## src/common/eled_pkg.sv

```systemverilog
// constants for the enhanced indicator controller
package eled_pkg;
   // register addresses in the management space
   localparam logic [4:0]  ADDR_FUNC_SEL   = 5'h10;
   localparam logic [4:0]  ADDR_BEHAV_CTL  = 5'h11;
   localparam logic [4:0]  ADDR_PAGE       = 5'h1f;
   localparam logic [15:0] PAGE_EXTENDED   = 16'h0001;
   localparam logic [15:0] PAGE_NORMAL     = 16'h0000;
   // function select field positions and reset codes
   localparam int          FSEL_W          = 4;
   localparam int          FSEL2_LSB       = 8;
   localparam int          FSEL1_LSB       = 4;
   localparam int          FSEL0_LSB       = 0;
   localparam logic [3:0]  FSEL2_RST       = 4'h2;
   localparam logic [3:0]  FSEL1_RST       = 4'h1;
   localparam logic [3:0]  FSEL0_RST       = 4'ha;
   localparam logic [15:0] FSEL_MASK       = 16'h0fff;
   // behaviour control field positions and reset value
   localparam int          BEH_PULSE_BIT   = 12;
   localparam int          BEH_RATE_LSB    = 10;
   localparam int          BEH_STRETCH_LSB = 5;
   localparam int          BEH_METHOD_BIT  = 4;
   localparam int          BEH_NOCOMB_LSB  = 0;
   localparam logic [15:0] BEH_MASK        = 16'h1cf7;
   localparam logic [15:0] BEH_RST         = 16'h04a0;
   // function codes
   localparam logic [3:0]  FN_LINK_ANY     = 4'h0;
   localparam logic [3:0]  FN_LINK_1000    = 4'h1;
   localparam logic [3:0]  FN_LINK_100     = 4'h2;
   localparam logic [3:0]  FN_LINK_10      = 4'h3;
   localparam logic [3:0]  FN_LINK_100_1G  = 4'h4;
   localparam logic [3:0]  FN_LINK_10_1G   = 4'h5;
   localparam logic [3:0]  FN_LINK_10_100  = 4'h6;
   localparam logic [3:0]  FN_DUPLEX_COL   = 4'h8;
   localparam logic [3:0]  FN_COLLISION    = 4'h9;
   localparam logic [3:0]  FN_ACTIVITY     = 4'ha;
   localparam logic [3:0]  FN_ANEG_FAULT   = 4'hc;
   localparam logic [3:0]  FN_FORCE_OFF    = 4'he;
   localparam logic [3:0]  FN_FORCE_ON     = 4'hf;
   // speed encoding from the status logic
   localparam logic [1:0]  SPD_10          = 2'h0;
   localparam logic [1:0]  SPD_100         = 2'h1;
   localparam logic [1:0]  SPD_1000        = 2'h2;
   // timing
   localparam int          CLK_HZ          = 50_000_000;
   localparam int          TICK_HZ         = 40;      // half period of 20 Hz
   localparam int          TICK_CYC        = CLK_HZ / TICK_HZ;
   localparam int          PULSE_HZ        = 5_000;
   localparam int          PULSE_CYC       = CLK_HZ / PULSE_HZ;
   localparam int          PULSE_DUTY_PCT  = 20;
   localparam int          PULSE_ON_CYC    = PULSE_CYC * PULSE_DUTY_PCT / 100;
   // ticks of 25 ms per blink period / stretch time: rate 00..11
   localparam int          STR_MS_R0       = 400;
   localparam int          TICK_MS         = 25;
   localparam logic [4:0]  TICKS_R0        = 5'(STR_MS_R0 / TICK_MS);
endpackage

```

## src/hw/eled_output.sv

```systemverilog
`timescale 1ns/100ps
// one indicator output: function decode, blink or stretch, pulsing
module eled_output
   import eled_pkg::*;
(
   input  wire logic        clock,
   input  wire logic        reset_n,
   input  wire logic [3:0]  func_code,
   input  wire logic        stretch_sel,
   input  wire logic        no_combine,
   input  wire logic [4:0]  period_ticks,
   input  wire logic        tick,
   input  wire logic        blink_phase,
   input  wire logic        pulse_on,
   input  wire logic        pulse_enable,
   input  wire logic        link_up,
   input  wire logic [1:0]  link_speed,
   input  wire logic        full_duplex,
   input  wire logic        activity,
   input  wire logic        collision,
   input  wire logic        aneg_fault,
   output logic             lit
);
   logic [4:0] hold_reg;
   logic [4:0] hold_next;
   logic       lit_next;
   logic       speed_ok;
   logic       base;
   logic       event_in;
   logic       uses_event;
   logic       event_live;
   logic       shown;

   // speed qualification for the link codes
   always_comb begin
      unique case (func_code)
         FN_LINK_ANY:    speed_ok = 1'b1;
         FN_LINK_1000:   speed_ok = (link_speed == SPD_1000);
         FN_LINK_100:    speed_ok = (link_speed == SPD_100);
         FN_LINK_10:     speed_ok = (link_speed == SPD_10);
         FN_LINK_100_1G: speed_ok = (link_speed != SPD_10);
         FN_LINK_10_1G:  speed_ok = (link_speed != SPD_100);
         FN_LINK_10_100: speed_ok = (link_speed != SPD_1000);
         default:        speed_ok = 1'b0;
      endcase
   end

   // base level, event and whether the code shows events at all
   always_comb begin
      base       = 1'b0;
      event_in   = 1'b0;
      uses_event = 1'b0;
      if (func_code <= FN_LINK_10_100) begin
         base       = link_up & speed_ok;
         uses_event = base & ~no_combine;
         event_in   = uses_event & activity;
      end else begin
         unique case (func_code)
            FN_DUPLEX_COL: begin
               base       = link_up & full_duplex;
               uses_event = ~no_combine;
               event_in   = uses_event & collision;
            end
            FN_COLLISION: begin
               uses_event = 1'b1;
               event_in   = collision;
            end
            FN_ACTIVITY: begin
               uses_event = 1'b1;
               event_in   = activity;
            end
            FN_ANEG_FAULT: base = aneg_fault;
            FN_FORCE_ON:   base = 1'b1;
            default:       base = 1'b0;               // off and reserved
         endcase
      end
   end

   // stretch holds the event for the rate time; blink toggles while active
   always_comb begin
      hold_next = hold_reg;
      // a code that shows no events drops a stretch left by the old code; a new event code keeps it
      if (!uses_event)
         hold_next = 5'h00;
      else if (event_in)
         hold_next = period_ticks;
      else if (tick && hold_reg != 5'h00)
         hold_next = hold_reg - 5'h01;
      event_live = uses_event & (event_in | (hold_reg != 5'h00));
      if (stretch_sel)
         shown = base ^ event_live;
      else
         shown = base ^ (event_live & blink_phase);
      // pulsed drive only reduces duty, never lights a dark output
      lit_next = shown & (~pulse_enable | pulse_on);
   end

   // register the hold counter and the output
   always_ff @(posedge clock or negedge reset_n) begin
      if (!reset_n) begin
         hold_reg <= 5'h00;
         lit      <= 1'b0;
      end else begin
         hold_reg <= hold_next;
         lit      <= lit_next;
      end
   end
endmodule // eled_output

```

## src/hw/eled_ctrl.sv

```systemverilog
`timescale 1ns/100ps
// enhanced indicator controller with its two extended-page registers
module eled_ctrl
   import eled_pkg::*;
(
   input  wire logic        clock,
   input  wire logic        reset_n,
   input  wire logic        soft_reset,
   input  wire logic        sticky_enable,
   input  wire logic        page_extended,
   input  wire logic [4:0]  mgmt_addr,
   input  wire logic        mgmt_write,
   input  wire logic [15:0] mgmt_wdata,
   output logic      [15:0] mgmt_rdata,
   output logic             mgmt_hit,
   input  wire logic [2:0]  simple_drive,
   input  wire logic        link_up,
   input  wire logic [1:0]  link_speed,
   input  wire logic        full_duplex,
   input  wire logic        activity,
   input  wire logic        collision,
   input  wire logic        aneg_fault,
   output logic             indicator_out_zero,
   output logic             indicator_out_one,
   output logic             indicator_out_two
);
   localparam logic [15:0] FSEL_RST =
      {4'h0, FSEL2_RST, FSEL1_RST, FSEL0_RST};

   logic [15:0] fsel_reg;
   logic [15:0] fsel_next;
   logic [15:0] beh_reg;
   logic [15:0] beh_next;
   logic [20:0] tick_cnt_reg;
   logic [20:0] tick_cnt_next;
   logic [13:0] pulse_cnt_reg;
   logic [13:0] pulse_cnt_next;
   logic [4:0]  phase_cnt_reg;
   logic [4:0]  phase_cnt_next;
   logic        blink_reg;
   logic        blink_next;
   logic        tick;
   logic        pulse_on;
   logic [4:0]  period_ticks;
   logic [2:0]  enh_lit;
   logic [2:0]  sel_lit;
   logic        wr_fsel;
   logic        wr_beh;

   // decode of an extended-page access; page set by the outside party
   function automatic logic ext_hit(input logic [4:0] a, input logic pg,
                                    input logic [4:0] want);
      return pg && (a == want);
   endfunction

   assign wr_fsel  = mgmt_write & ext_hit(mgmt_addr, page_extended,
                                          ADDR_FUNC_SEL);
   assign wr_beh   = mgmt_write & ext_hit(mgmt_addr, page_extended,
                                          ADDR_BEHAV_CTL);
   assign mgmt_hit = ext_hit(mgmt_addr, page_extended, ADDR_FUNC_SEL) |
                     ext_hit(mgmt_addr, page_extended, ADDR_BEHAV_CTL);

   // read mux; reserved bits read zero
   always_comb begin
      if (ext_hit(mgmt_addr, page_extended, ADDR_FUNC_SEL))
         mgmt_rdata = fsel_reg;
      else if (ext_hit(mgmt_addr, page_extended, ADDR_BEHAV_CTL))
         mgmt_rdata = beh_reg;
      else
         mgmt_rdata = 16'h0000;
   end

   // register writes; soft reset restores defaults only without retention
   always_comb begin
      fsel_next = fsel_reg;
      beh_next  = beh_reg;
      if (soft_reset && !sticky_enable) begin
         fsel_next = FSEL_RST;
         beh_next  = BEH_RST;
      end else if (!soft_reset) begin                  // kept otherwise
         if (wr_fsel)
            fsel_next = mgmt_wdata & FSEL_MASK;
         if (wr_beh)
            beh_next = mgmt_wdata & BEH_MASK;
      end
   end

   always_ff @(posedge clock or negedge reset_n) begin
      if (!reset_n) begin
         fsel_reg <= FSEL_RST;
         beh_reg  <= BEH_RST;
      end else begin
         fsel_reg <= fsel_next;
         beh_reg  <= beh_next;
      end
   end

   // 25 ms tick enable; every slower rate is counted in these ticks
   always_comb begin
      tick          = (tick_cnt_reg == 21'(TICK_CYC - 1));
      tick_cnt_next = tick ? 21'h00_0000 : tick_cnt_reg + 21'h00_0001;
   end

   always_ff @(posedge clock or negedge reset_n) begin
      if (!reset_n) begin
         tick_cnt_reg <= 21'h00_0000;
      end else begin
         tick_cnt_reg <= tick_cnt_next;
      end
   end

   // blink phase; half blink period is half the stretch time, so one
   // rate field serves both behaviours
   always_comb begin
      // rate 00 = 16 ticks of 25 ms; each step halves it
      period_ticks   = TICKS_R0 >> beh_reg[BEH_RATE_LSB +: 2];
      phase_cnt_next = phase_cnt_reg;
      blink_next     = blink_reg;
      if (tick) begin
         if (phase_cnt_reg + 5'h01 >= (period_ticks >> 1)) begin
            phase_cnt_next = 5'h00;
            blink_next     = ~blink_reg;
         end else begin
            phase_cnt_next = phase_cnt_reg + 5'h01;
         end
      end
   end

   always_ff @(posedge clock or negedge reset_n) begin
      if (!reset_n) begin
         phase_cnt_reg <= 5'h00;
         blink_reg     <= 1'b0;
      end else begin
         phase_cnt_reg <= phase_cnt_next;
         blink_reg     <= blink_next;
      end
   end

   // 5 kHz pulse waveform, shared so that all outputs pulse in step
   always_comb begin
      pulse_cnt_next = (pulse_cnt_reg == 14'(PULSE_CYC - 1)) ? 14'h0000
                       : pulse_cnt_reg + 14'h0001;
      pulse_on       = (pulse_cnt_reg < 14'(PULSE_ON_CYC));
   end

   always_ff @(posedge clock or negedge reset_n) begin
      if (!reset_n) begin
         pulse_cnt_reg <= 14'h0000;
      end else begin
         pulse_cnt_reg <= pulse_cnt_next;
      end
   end

   // one output slice per indicator
   for (genvar i = 0; i < 3; i++) begin : g_out
      eled_output u_out (
         .clock        (clock),
         .reset_n      (reset_n),
         .func_code    (fsel_reg[i*FSEL_W +: FSEL_W]),
         .stretch_sel  (beh_reg[BEH_STRETCH_LSB + i]),
         .no_combine   (beh_reg[BEH_NOCOMB_LSB + i]),
         .period_ticks (period_ticks),
         .tick         (tick),
         .blink_phase  (blink_reg),
         .pulse_on     (pulse_on),
         .pulse_enable (beh_reg[BEH_PULSE_BIT]),
         .link_up      (link_up),
         .link_speed   (link_speed),
         .full_duplex  (full_duplex),
         .activity     (activity),
         .collision    (collision),
         .aneg_fault   (aneg_fault),
         .lit          (enh_lit[i])
      );
   end

   // method select: the unused scheme has no influence
   assign sel_lit = beh_reg[BEH_METHOD_BIT] ? enh_lit : simple_drive;
   assign indicator_out_zero = sel_lit[0];
   assign indicator_out_one  = sel_lit[1];
   assign indicator_out_two  = sel_lit[2];
endmodule // eled_ctrl

```

## config.mk

```make
export PLATFORM = sky130hd
export DESIGN_NAME = eled_ctrl
export DESIGN_NICKNAME = d
export VERILOG_FILES = /design/src/common/eled_pkg.sv /design/src/hw/eled_output.sv /design/src/hw/eled_ctrl.sv
export SDC_FILE = /design/constraint.sdc
export NUM_CORES = 1
export LEC_CHECK = 0
export BUFFER_PORTS_ARGS = -buffer_cell sky130_fd_sc_hd__buf_4
export CORE_ASPECT_RATIO = 1.4
export CORE_MARGIN = 2
export CORE_UTILIZATION = 30
export CTS_CLUSTER_SIZE = 24
export DETAILED_ROUTE_END_ITERATION = 7
export PLACE_DENSITY = 0.44
export SYNTH_ARGS = -nofsm -noshare
export SYNTH_HDL_FRONTEND = slang
export SYNTH_SLANG_ARGS = --single-unit
```

## constraint.sdc

```tcl
create_clock -name clock -period 3.7 [get_ports clock]
set_clock_uncertainty 0.1 [all_clocks]
set_input_delay 0.555 -clock clock [delete_from_list [all_inputs] [get_ports clock]]
set_output_delay 0.555 -clock clock [all_outputs]
set_load 0.02 [all_outputs]
```

## Yosys cells after proc, flatten, opt, wreduce, memory -nomap -nowiden

Cells that the tools add are included.

| word-level totals | value |
|---|---|
| bits of input ports | 37 |
| logic and storage cells | 177 |
| bits in registers | 91 |
| output and inout port bits | 20 |

| cells by class | value |
|---|---|
| order comparisons | 5 |
| equal/unequal tests | 45 |
| multiplexer cells | 45 |
| reduce and logical (&&, ||, !) cells | 23 |
| shifts and indexed selects | 1 |
| add/subtract/negate cells | 6 |
| bitwise operators | 40 |

Operators with widths:

| cell | count |
|---|---|
| $mux 16 | 8 |
| $eq 4x4->1 const B | 15 |
| $mux 5 | 10 |
| $eq 4x3->1 const B | 9 |
| $and 1x1->1 | 24 |
| $eq 4x2->1 const B | 6 |
| $add 21x1->21 const B | 1 |
| $eq 21x21->1 const B | 1 |
| $mux 21 | 1 |
| $pmux 1 s7 | 3 |
| $pmux 1 s3 | 6 |
| $reduce_bool 5->1 | 3 |
| $sub 5x1->5 const B | 3 |
| $add 14x1->14 const B | 1 |
| $eq 14x14->1 const B | 1 |
| $lt 14x11->1 const B | 1 |
| $mux 14 | 1 |
| $eq 4x1->1 const B | 3 |
| $le 4x3->1 const B | 3 |
| $logic_not 4->1 | 3 |
| $mux 1 | 12 |
| $eq 5x5->1 const B | 2 |
| $ne 3x2->1 const B | 3 |
| $logic_and 1x1->1 | 6 |
| other kinds (17) | 39 |

## Logic depth before layout (Yosys ltp)

| logic depth | value |
|---|---|
| word-level depth | 12 |
| gate-level depth with buffers | 8 |

## Cells and area by module

A second synthesis with hierarchy kept.

| unflattened totals | value |
|---|---|
| cells, all modules | 533 |
| area, all modules | 4994.8 µm² |

Modules (own cells, without submodules):

| module | seq. area each (µm²) | cells an instance | times used | area an instance (µm²) |
|---|---|---|---|---|
| eled_ctrl | 1585.3 | 320 | 1 | 3170.5 |
| eled_output | 150.1 | 71 | 3 | 608.1 |

## Least setup slack after synthesis

Ideal clock, no wire load.

| timing | value |
|---|---|
| kind | input to output |
| from | in mgmt_addr[1] |
| to | out mgmt_rdata[3] |
| path slack | 1249 ps |
| arrival time | 1796 ps |
| stages | 3 |
| cell sequence | or4_1 > clkbuf_1 > nor3_1 |

| between the ends | value |
|---|---|
| word-level cells in the longest chain between the ends | 4 |

RTL lines:

| what | RTL line | RTL |
|---|---|---|
| from (decl) | eled_ctrl.sv:11 | `input wire logic [4:0] mgmt_addr,` |
| $eq 5x5->1 | eled_ctrl.sv:53 | `return pg && (a == want);` |
| $logic_and 1x1->1 | eled_ctrl.sv:53 |  |
| $mux 16 | eled_ctrl.sv:67 | `else if (ext_hit(mgmt_addr, page_extended, ADDR_BEHAV_CTL))` |
| $mux 16 (*) | eled_ctrl.sv:65 | `if (ext_hit(mgmt_addr, page_extended, ADDR_FUNC_SEL))` |
| to (decl) | eled_ctrl.sv:14 | `output logic [15:0] mgmt_rdata,` |

Every way passes the cells marked *; elsewhere a longest branch is shown, timed or not.

## Worst setup path after layout

| timing | value |
|---|---|
| from | in mgmt_addr[1] |
| to | out mgmt_rdata[12] |

Same word-level chain as after synthesis.

==> key figures <==
Cells and area
  • Share of cells above drive strength 1: 15.8%
  • Max reg flops: 21
  • Diode count: 0
  • Cell area after layout: 5970 µm²
  • Nets: 658
  • Layout area overhead: 17.1%

Logic synthesis
  • Post-synth top area share: 36.3%
  • Yosys top cell by area: dfrtp_1
  • Most used DFF post-synth: dfrtp_1
  • Synthesized flop and latch total: 81
  • Count leader, synth: dfrtp_1
  • Post-synth EDFFs: 0
  • Mapped cell area: 5100 µm²
  • Post-Syn Area per Cell: 9.00 µm²
  • Sequential element share of the synthesized area: 39.9%
  • Synth cell count leaders: dfrtp_1, nor2_1, nand2_1
  • YS warnings: 0
  • Mapped Cells: 567
  • Ys async rst share: 100%
  • Synth area leaders: dfrtp_1, mux2i_1, nor2_1
  • Yosys cell types: 71

STA
  • Worst Tran Pin Value: 1050 ps
  • Final Cycle Share: 68.4%
  • Worst rel slew slack: 29.9%
  • Setup total negative slack: 0 ps
  • Peak Freq: 395 MHz
  • Final count of hold timing violations: 0
  • Slew Viols, Final: 0
  • Fin crit period: 2530 ps
  • Setup Viol. Count Final: 0
  • RSZ-0062 raised after global routing: false

Clock network
  • H-tree levels: 3
  • Post-CTS Setup Inserts: 0
  • Hold_buf cts: 0
  • Clk sinks: 81
  • TritonCTS Buffers: 9
  • Clock tree buffer depth: 2
  • CTS clk-pin slew, worst paths: 60 ps
  • Post-cts gate resize count: 0
  • CTS tree: built
  • Clock latency on the worst-skew pair: 350 ps
  • Root Driver: clkbuf_16

Worst setup path
  • Max FO, Critical Path: 12
  • CP top delay family: simple AND/OR/NAND/NOR gates
  • FF-to-FF setup slack: 1240 ps
  • Buf+Inv Stages, Crit Path: 3
  • CP dominant cell by count: buf_4
  • Critical Path Stages: 5
  • R2r worst-path depth: 8
  • CP cell instances: buf_4 -> or4_1 -> inv_1 -> and3_1 -> buf_4
  • Crit path DAT: 1870 ps
  • Worst EP required: 3040 ps
  • Slowest CP cell: or4_1
  • CP max stage delay: 710 ps
  • WS Path Type: in -> out
  • Crit path capture type: output pin
  • Crit start category: input pin

Placement
  • GPL Wtd Cong: 0.764
  • Final HPWL DP: 9460 µm
  • Dpl cell area: 5620 µm²
  • Port-buffer cells: 50

Power and ir drop
  • Flop pwr share: 42.7%
  • Maximum VDD drop: 0.000247 V
  • PD cells: 357 nW/µm²
  • Clk network pwr share: 49.6%
  • Combinational Power Share: 7.7%
  • Net Switching: 486 µW
  • P_leak: 2.68 nW
  • Switching Share: 22.8%
  • Int Power: 1.65 mW

Global route
  • Vias in the first global route: 4252
  • Global-route wire length before repair: 21500 µm
  • Total GRT Usage: 15.2%
  • Initial antenna violation count: 0
  • Largest net degree at the start of global routing: 82
  • Total congestion overflow: 0

Job
  • Max Cap Viol: 0

Floorplanning
  • Core Box Area: 16700 µm²
  • Initial core utilization: 30.6%
  • Die W: 114 µm
  • # IOs: 57
  • Die area: 18100 µm²
  • FP Rows: 56
  • Die height: 158 µm

Route
  • 1st-iter DRT viols: 164
  • Residual DRC count: 0
  • Vias/cell: 5.06
  • Final WL: 12700 µm
  • Drt pass-1 iters: 4
  • DRT antenna net count: 0
  • Vias: 4131
  • DR WL/cell: 15.6 µm

Outcome
  • Status: finished, final reports clean

Worst hold path
  • Worst hold path class: in -> async
stage by stage:
stage / power (mW) / std cells / hold WS (ps) / worst slack, ps / util, %
after detailed placement: 1.09 / 800 / 373 / 987 / 33.7
after CTS: 2.17 / 816 / 288 / 1170 / 35.8
after global placement: 1.09 / 800 / 366 / 1000 / 33.7
after floorplan: 1.02 / 569 / 159 / 1250 / -
after global routing: 2.22 / 816 / 307 / 1090 / 35.8
final: 2.13 / 816 / 277 / 1170 / 35.8
cell families after synthesis:
kind of cell / Yosys count / synth area share [%]
xor gates and xnor gates: 40 / 6.87
buffers and inverters: 47 / 4.39
adders and majority gates: 15 / 3.60
muxes: 29 / 5.76
DFF: 81 / 39.9
other: 1 / 0.0735
AOI/OAI and AO/OA: 87 / 13.0
and+or+nand+nor: 267 / 26.4
power by group through the flow:
stage	registers [mW]	clock network, mW	logic [mW]
global placement	0.927	0	0.164
CTS	0.910	1.09	0.167
detailed placement	0.927	0	0.166
finish	0.911	1.06	0.164
global route	0.912	1.13	0.183
floorplan	0.921	0	0.0996
worst paths after layout:
kind | to | startpoint
setup / recovery | mgmt_rdata[12] | mgmt_addr[1]
hold / removal | tick_cnt_reg[10] | reset_n
min in group clock | beh_reg[1] | mgmt_wdata[1]
max in group asynchronous | beh_reg[11] | reset_n
setup reg to reg | blink_reg | beh_reg[10]
hold reg to reg | pulse_cnt_reg[0] | pulse_cnt_reg[0]
per-layer routing:
| layer | up-vias | track usage (%) | routed length [µm] |
|---|---|---|---|
| li1 | 2064 | - | - |
| met2 | 80 | 27.0 | 6390 |
| met3 | 17 | 4.00 | 550 |
| met5 | - | 0 | 0 |
| met4 | 0 | 4.76 | 231 |
| met1 | 1970 | 17.9 | 5580 |
worst reg2reg max path, cell delays in order (launching register included):
cell,delay (ps)
dfstp_2,590
and2_1,320
ha_1,290
nand2b_1,140
a21o_1,180
a21o_1,190
a21oi_1,290
nor2_1,90
xor2_1,150
layout make-up:
type,count,area [µm²]
Timing Repair Buffer,53,398
Inverter,22,82.6
Tap cell,203,254
Sequential cell,81,2040
Clock inverter,6,115
Clock buffer,10,239
Multi-Input combinational cell,441,2850
Fill cell,1740,10700
cell usage in the layout, fill, tap and decap left out, types with 9 or more instances in the layout:
| master | count |
|---|---|
| dfrtp_1 | 74 |
| nor2_1 | 69 |
| nand2_1 | 66 |
| buf_4 | 53 |
| nand3_1 | 29 |
| mux2i_1 | 26 |
| xnor2_1 | 23 |
| inv_1 | 22 |
| xor2_1 | 17 |
| nand2b_1 | 16 |
| and3_1 | 13 |
| nor3_1 | 13 |
| ha_1 | 13 |
| a21oi_1 | 12 |
| nor2b_1 | 10 |
| o21ai_0 | 10 |
| clkbuf_16 | 9 |
(Power assumes the default switching activity.)
